==> config.mk <==
export PLATFORM = sky130hd
export DESIGN_NAME = xpt_host_flat
export DESIGN_NICKNAME = d
export VERILOG_FILES = /design/src/xpt_pkg.sv /design/src/xpt_link_if.sv /design/src/xpt_host.sv /design/src/flat_wrapper.sv
export SDC_FILE = /design/constraint.sdc
export NUM_CORES = 1
export LEC_CHECK = 0
export ABC_AREA = 1
export BUFFER_PORTS_ARGS = -buffer_cell sky130_fd_sc_hd__buf_2
export CAP_MARGIN = 40
export CORE_MARGIN = 5
export CORE_UTILIZATION = 45
export CTS_BUF_LIST = sky130_fd_sc_hd__clkbuf_16
export CTS_CLUSTER_DIAMETER = 80
export DETAILED_ROUTE_END_ITERATION = 10
export SKIP_CTS_REPAIR_TIMING = 1
export SKIP_LAST_GASP = 1
export SLEW_MARGIN = 5
export SYNTH_ARGS = -nofsm -noshare
export SYNTH_HDL_FRONTEND = slang
export SYNTH_SLANG_ARGS = --single-unit
export TNS_END_PERCENT = 50
==> constraint.sdc <==
create_clock -name pclk -period 1.76 [get_ports pclk]
set_input_delay 0.088 -clock pclk [delete_from_list [all_inputs] [get_ports pclk]]
set_output_delay 0.088 -clock pclk [all_outputs]
set_load 0.03 [all_outputs]
==> src/xpt_pkg.sv <==
// constants and types shared by the crosspoint loader and its host controller
package xpt_pkg;
   // serial word layout
   localparam int WORD_BITS = 193;
   localparam int N_OUT = 32;
   localparam int N_IN = 32;
   localparam int SEL_W = 5;
   localparam int FIELD_W = 6;
   localparam int CLAMP_POS = 192;
   localparam int EN_POS = 5;
   localparam int SEL_POS = 0;
   // timing
   localparam int CLK_NS = 20;
   localparam int SCLK_PERIOD_NS = 160;
   localparam int SCLK_HALF_CYC = SCLK_PERIOD_NS / CLK_NS / 2;
   localparam int OVL_SWITCH_NS = 20;
   localparam int OVL_SWITCH_CYC = (OVL_SWITCH_NS / CLK_NS < 1) ? 1 : OVL_SWITCH_NS / CLK_NS;
   localparam int UPD_LOW_NS = 160;
   localparam int UPD_LOW_CYC = (UPD_LOW_NS + CLK_NS - 1) / CLK_NS;
   // host APB map
   localparam logic [7:0] DATA_BASE = 8'h00;
   localparam int N_DATA_REGS = 7;
   localparam logic [7:0] CTRL_OFS = 8'h1C;
   localparam logic [7:0] STATUS_OFS = 8'h20;
   localparam int CTRL_GO_BIT = 0;
   localparam int CTRL_RST_BIT = 1;
   localparam int STAT_BUSY_BIT = 0;
   localparam int STAT_DONE_BIT = 1;
   localparam int STAT_SDO_BIT = 2;
   // reset values
   localparam logic CTRL_RST_RESET = 1'b1;
   localparam logic [1:0] SYNC_HIGH_RESET = 2'h3;
   localparam logic [1:0] SYNC_LOW_RESET = 2'h0;
   localparam logic [2:0] SCLK_SYNC_RESET = 3'h0;
   typedef enum logic [2:0] {
      H_IDLE = 3'b000,
      H_LOW = 3'b001,
      H_HIGH = 3'b010,
      H_UPD = 3'b011
   } host_state_t;
endpackage

==> src/xpt_link_if.sv <==
// serial programming link between host controller and crosspoint loader
`timescale 1ns/1ps
interface xpt_link_if;
   logic sclk;
   logic sdi;
   logic cs_n;
   logic update_n;
   logic reset_n;
   logic sdo;
   modport host (
      output sclk,
      output sdi,
      output cs_n,
      output update_n,
      output reset_n,
      input sdo
   );
   modport dev (
      input sclk,
      input sdi,
      input cs_n,
      input update_n,
      input reset_n,
      output sdo
   );
endinterface

==> src/xpt_host.sv <==
// host end: APB-controlled serial programmer for the crosspoint loader
//
// How it works
// - one programming is exactly 193 bits
// - host pulls chip select low first
// - host keeps update strobe high while shifting
// - strobe low while shifting: latches follow shifts
// - data pin sampled on each serial clock rise
// - each output: enable bit plus 5-bit select
// - enable zero: output off, select ignored
// - first bit is clamp enable, 1 enables
// - host sends output 31 first, down to 0
// - per field: enable first, then select msb first
// - second rank transparent while strobe low
// - bits leaving shift register drive serial out
// - chain of N gets 193 times N bits
// - reset low forces all outputs disabled
// - host raises strobe before releasing reset
// - host strobes only after a full word
// - one clamp bit controls all inputs
// - overlay select high picks overlay, within 20 ns
// - overlay select driver times transitions to video
// - reset clears shift register and latches
// - decode enables one input stage or none
//
// Our own choices: the register addresses and register access over APB.
`timescale 1ns/1ps
module xpt_host
   import xpt_pkg::*;
(
   input wire logic pclk,
   input wire logic presetn,
   input wire logic psel,
   input wire logic penable,
   input wire logic pwrite,
   input wire logic [7:0] paddr,
   input wire logic [31:0] pwdata,
   output logic [31:0] prdata,
   output logic pready,
   output logic pslverr,
   xpt_link_if.host link
);

   typedef struct packed {
      host_state_t st;
      logic [N_DATA_REGS*32-1:0] word;
      logic link_rst;
      logic link_rst_n;
      logic busy;
      logic done;
      logic [7:0] bitcnt;
      logic [2:0] tcnt;
      logic [1:0] sdo_s;
      logic sclk;
      logic sdi;
      logic cs_n;
      logic upd_n;
      logic [31:0] rdata;
      logic rdy;
      logic err;
   } host_reg_t;

   host_reg_t q;
   host_reg_t d;
   logic setup;
   logic wr;
   logic go;

   // apb phase decode
   assign setup = psel & ~penable;
   assign wr = psel & penable & pready & pwrite;
   assign go = wr && paddr == CTRL_OFS && pwdata[CTRL_GO_BIT] && q.st == H_IDLE;

   always_comb begin
      d = q;
      d.sdo_s = {q.sdo_s[0], link.sdo};
      // zero-wait slave: answer prepared in setup, ready in the access cycle
      d.rdy = setup;
      d.err = 1'b0;
      if (setup) begin
         d.rdata = '0;
         d.err = 1'b1;
         for (int i = 0; i < N_DATA_REGS; i++) begin
            if (paddr == DATA_BASE + 8'(i * 4)) begin
               d.rdata = q.word[i*32 +: 32];
               d.err = 1'b0;
            end
         end
         if (paddr == CTRL_OFS) begin
            d.rdata[CTRL_RST_BIT] = q.link_rst;
            d.err = 1'b0;
         end
         if (paddr == STATUS_OFS) begin
            d.rdata[STAT_BUSY_BIT] = q.busy;
            d.rdata[STAT_DONE_BIT] = q.done;
            d.rdata[STAT_SDO_BIT] = q.sdo_s[1];
            d.err = 1'b0;
         end
      end
      // data words are frozen while a word is going out
      if (wr && !q.busy) begin
         for (int i = 0; i < N_DATA_REGS; i++) begin
            if (paddr == DATA_BASE + 8'(i * 4)) begin
               d.word[i*32 +: 32] = (i == N_DATA_REGS - 1) ? {31'h0, pwdata[0]} : pwdata;
            end
         end
      end
      if (wr && paddr == CTRL_OFS) begin
         d.link_rst = pwdata[CTRL_RST_BIT];
      end
      // pin copy kept in its own flop so the link reset has no gate in front
      d.link_rst_n = ~d.link_rst;
      // serial sequencer
      case (q.st)
         H_IDLE: begin
            if (go) begin
               d.cs_n = 1'b0;
               d.sdi = q.word[CLAMP_POS];
               d.bitcnt = '0;
               d.tcnt = '0;
               d.busy = 1'b1;
               d.done = 1'b0;
               d.st = H_LOW;
            end
         end
         H_LOW: begin
            d.tcnt = q.tcnt + 3'h1;
            if (q.tcnt == 3'(SCLK_HALF_CYC - 1)) begin
               d.sclk = 1'b1;
               d.tcnt = '0;
               d.st = H_HIGH;
            end
         end
         H_HIGH: begin
            d.tcnt = q.tcnt + 3'h1;
            if (q.tcnt == 3'(SCLK_HALF_CYC - 1)) begin
               d.sclk = 1'b0;
               d.tcnt = '0;
               if (q.bitcnt == 8'(WORD_BITS - 1)) begin
                  d.cs_n = 1'b1;
                  d.upd_n = 1'b0;
                  d.st = H_UPD;
               end else begin
                  // output 31 field first, enable then select msb first
                  d.sdi = q.word[8'(CLAMP_POS - 1) - q.bitcnt];
                  d.bitcnt = q.bitcnt + 8'h01;
                  d.st = H_LOW;
               end
            end
         end
         H_UPD: begin
            d.tcnt = q.tcnt + 3'h1;
            if (q.tcnt == 3'(UPD_LOW_CYC - 1)) begin
               d.upd_n = 1'b1;
               d.busy = 1'b0;
               d.done = 1'b1;
               d.tcnt = '0;
               d.st = H_IDLE;
            end
         end
         default: begin
            d.st = H_IDLE;
         end
      endcase
   end

   // strobe high and link reset asserted from reset onward
   always_ff @(posedge pclk or negedge presetn) begin
      if (!presetn) begin
         q <= '0;
         q.st <= H_IDLE;
         q.link_rst <= CTRL_RST_RESET;
         q.link_rst_n <= ~CTRL_RST_RESET;
         q.cs_n <= 1'b1;
         q.upd_n <= 1'b1;
      end else begin
         q <= d;
      end
   end

   assign prdata = q.rdata;
   assign pready = q.rdy;
   assign pslverr = q.err;
   assign link.sclk = q.sclk;
   assign link.sdi = q.sdi;
   assign link.cs_n = q.cs_n;
   assign link.update_n = q.upd_n;
   assign link.reset_n = q.link_rst_n;

endmodule

==> src/flat_wrapper.sv <==
// flat-port wrapper written by rule: the top's interface ports become plain ports
module xpt_host_flat import xpt_pkg::*;
  (pclk, presetn, psel, penable, pwrite, paddr, pwdata, prdata, pready, pslverr, link_sclk, link_sdi, link_cs_n, link_update_n, link_reset_n, link_sdo);
  xpt_link_if link_i ();
  input wire logic pclk;
  input wire logic presetn;
  input wire logic psel;
  input wire logic penable;
  input wire logic pwrite;
  input wire logic [7:0] paddr;
  input wire logic [31:0] pwdata;
  output logic [31:0] prdata;
  output logic pready;
  output logic pslverr;
  output wire logic [$bits(link_i.sclk)-1:0] link_sclk;
  output wire logic [$bits(link_i.sdi)-1:0] link_sdi;
  output wire logic [$bits(link_i.cs_n)-1:0] link_cs_n;
  output wire logic [$bits(link_i.update_n)-1:0] link_update_n;
  output wire logic [$bits(link_i.reset_n)-1:0] link_reset_n;
  input wire logic [$bits(link_i.sdo)-1:0] link_sdo;
  assign link_sclk = link_i.sclk;
  assign link_sdi = link_i.sdi;
  assign link_cs_n = link_i.cs_n;
  assign link_update_n = link_i.update_n;
  assign link_reset_n = link_i.reset_n;
  assign link_i.sdo = link_sdo;
  xpt_host u_core (.pclk(pclk), .presetn(presetn), .psel(psel), .penable(penable), .pwrite(pwrite), .paddr(paddr), .pwdata(pwdata), .prdata(prdata), .pready(pready), .pslverr(pslverr), .link(link_i));
endmodule
==> flow_summary.json <==
{
  "status": "complete, but fails checks",
  "hold_viol": 0,
  "synth_area_sq_um": 13200,
  "yosysSeqAreaShare": 0.476,
  "reg2reg_depth": 14,
  "setup_viol": 1,
  "start_util": 0.457,
  "placementRows": 62,
  "synth.distinct_cells": 46,
  "p_total_w": 0.0141,
  "cts_tree": "yes",
  "crit_arrival_ps": 2390,
  "worstReg2RegEnd": "u_core.link.sdi",
  "rr_startpoint": "u_core.q[43]",
  "power_switching_w": 0.00383,
  "grtUsageMet3": 0.0444,
  "grt_pass1_wl_mm": 68.4,
  "final_nets": 1922,
  "post-dp-hpwl_mm": 30.7,
  "clock_path_buffers": 3,
  "swShare": 0.271,
  "drv_slew": 0,
  "busiest_layer": "met2",
  "place_area_sq_um": 14700,
  "hp-class": "in -> async",
  "rsz0062_at_grt": "true",
  "postSynthCellCount": 1701,
  "clkPwrFrac": 0.428,
  "min_period_ps": 1950,
  "finClkSkew_ps": 16.5,
  "diodes": 0,
  "antenna_found_initial": 0,
  "syn-num-nets": 1759,
  "multi_input_area_sq_um": 5620,
  "drt_iter0_drc": 1260,
  "die_y_microns": 181,
  "cts_max_level": 1,
  "reg2reg_slack_ps": -190,
  "synth-edff-count": 0,
  "cts.sinks": 250,
  "num_vias": 12400,
  "port_buffers": 84,
  "cp-end-kind": "register",
  "yosysWarnings": 0,
  "fillers": 2735,
  "worstPathRequired_ps": 2200,
  "avgRoutedWirePerCell_microns": 19.5,
  "postSynth.asyncResetShare": 1.00,
  "violations": "setup timing",
  "avgSynthCellArea_sq_um": 7.74,
  "cts-buffers-inserted": 28,
  "layout_setup_ws_ps": -188,
  "synth_top_area_cell": "dfrtp_1",
  "yosys.area.top_type_share": 0.470,
  "utilization": 0.567,
  "leakage_nw": 7.58,
  "power_frac_seq": 0.421,
  "use_met2": 0.416,
  "vdd.ir_drop.worst_uv": 662,
  "drive_gt1_frac": 0.177,
  "routed_wl_mm": 44.4,
  "synthFlopType": "dfrtp_1",
  "start_kind": "register",
  "num_io_pins": 85,
  "drc": 0,
  "combPwrFrac": 0.151,
  "worst_pin_slew_ps": 627,
  "clk_pin_slew_ps": 70,
  "vias_per_cell": 5.47,
  "dieArea_sq_um": 32800,
  "maxCapViolCount": 0,
  "gp_congestion": 0.953,
  "final_cell_area_sq_um": 16300,
  "critPathKind": "reg -> reg",
  "grtUsageTotal": 0.260,
  "clkLatencyLatePin_ps": 560,
  "p_per_area_nw_per_um2": 866,
  "synth_area_leaders": "dfrtp_1, nand2_1, o21ai_0",
  "slew_headroom": 0.571,
  "hold_slack_ps": 3.33,
  "path_max_fanout": 25,
  "drt_pass1_iterations": 6,
  "ff_latch_area_sq_um": 6260,
  "ant_nets": 0,
  "use_met1": 0.366,
  "grt_pass1_vias": 11900,
  "post-place-ws_ps": -211,
  "grt-ovfl-total": 0,
  "dieWidth_microns": 181,
  "root_buffer": "clkbuf_16",
  "core-area_sq_um": 28800,
  "power.internal_w": 0.0103,
  "synth_seq_cells": 250,
  "grt_start_max_net_pins": 69,
  "area_growth_pct": 24.0,
  "period_share": 1.11,
  "fmax_ghz": 0.513
}
[per-layer routing]
layer	routed length [microns]	up-vias	part of all wire
met3	3150	103	0.071
met2	20300	502	0.46
met1	19500	5897	0.44
met4	1390	0	0.031
li1	-	5909	-
met5	0	-	0
[metrics by stage]
stage               std cells  setup TNS, ps
floorplan                1701          -29.0
global placement         2175          -2720
detailed placement       2175          -3820
CTS                      2226           -325
global route             2269           -792
finish                   2269           -188
[flip-flops by register name (all words and copies together), names as in the netlist]
| register | flops |
|---|---|
| u_core.q | 210 |
| u_core.prdata | 32 |
| u_core.d | 1 |
| u_core.link.cs_n | 1 |
| u_core.link.reset_n | 1 |
| u_core.link.sclk | 1 |
| u_core.link.sdi | 1 |
| u_core.link.update_n | 1 |
| u_core.pready | 1 |
| u_core.pslverr | 1 |
[layout make-up]
| cell class | count | area share |
|---|---|---|
| Sequential cell | 250 | 0.384 |
| Multi-Input combinational cell | 1143 | 0.344 |
| Timing Repair Buffer | 264 | 0.143 |
| Clock buffer | 29 | 0.0445 |
| Inverter | 177 | 0.0413 |
| Tap cell | 384 | 0.0294 |
| Clock inverter | 22 | 0.0133 |
[layout by cell type, fill, tap and decap left out, drive strengths merged, types with 2 or more instances in the layout]
master and instances:
dlygate4sd3 35, ha 12, dfstp 3, inv 183
nand3 86, clkinvlp 3, a2111oi 8, nor4 3
buf 224, a211oi 4, o221ai 17, o22ai 12
a221oi 2, nor2 96, o2111ai 6, dfrtp 247
bufinv 4, nor3 13, clkbuf 34, nand2 465
a21oi 36, nand4 10, clkinv 9, o21ai 324
o32ai 2, o31ai 2, a31oi 7, nor3b 3
o211ai 31
[logic make-up after synthesis]
logic type	after synthesis	share of synthesized area
AOI/OAI and AO/OA	454	0.194
and+or+nand+nor	677	0.214
DFF	250	0.476
adders and majority gates	12	0.0114
buffers and inverters	308	0.105
[critical path: stages (launching register included)]
cell     delay (ps)
dfrtp_4         540
buf_12          170
buf_12          150
nor2_1          100
nor2_1           40
o21ai_0          80
nand2_1         130
nand2_1          80
nand4_1         130
a21oi_2         140
nand2_1          50
nand2_1          60
nand2_1          40
nand2_1          60
a21oi_2          50
[Yosys cell counts (2+ instances only)]
cell / number
clkbuf_1: 49
o21ai_1: 14
o221ai_1: 17
dfrtp_1: 247
nand2_2: 6
o2111ai_1: 6
nand3_1: 86
o22ai_1: 12
o32ai_1: 2
buf_4: 41
nor3b_2: 2
nor2_1: 90
o31ai_1: 2
a221oi_1: 2
nand4_1: 10
o211ai_1: 31
buf_2: 35
a21oi_1: 33
nor3_1: 9
a21oi_2: 2
inv_2: 10
nand2_1: 458
dfstp_2: 3
nor2_2: 4
a211oi_1: 4
inv_1: 166
nor3_2: 3
buf_1: 2
ha_1: 12
buf_6: 4
nor2_4: 2
a2111oi_0: 8
a31oi_1: 7
o21ai_0: 310
[worst max-delay path by stage]
stage	cells past startpoint	endpoint	startpoint	slack [ps]
after global routing	13	u_core.link.sdi	u_core.q[43]	-280
final	14	u_core.link.sdi	u_core.q[43]	-190
after CTS	15	u_core.link.sdi	u_core.q[43]	-160
after global placement	10	u_core.prdata[16]	paddr[2]	-200
after detailed placement	10	u_core.prdata[16]	paddr[2]	-210
after floorplan	13	u_core.link.sdi	u_core.q[43]	-30
[power by group through the flow]
stage	clock (W)	sequential, W	combinational, W
after floorplan	0	0.00611	0.000985
after global placement	0	0.00605	0.00190
after detailed placement	0	0.00605	0.00193
after CTS	0.00617	0.00594	0.00194
after global routing	0.00644	0.00596	0.00236
final	0.00605	0.00595	0.00213
(Power assumes the default switching activity.)
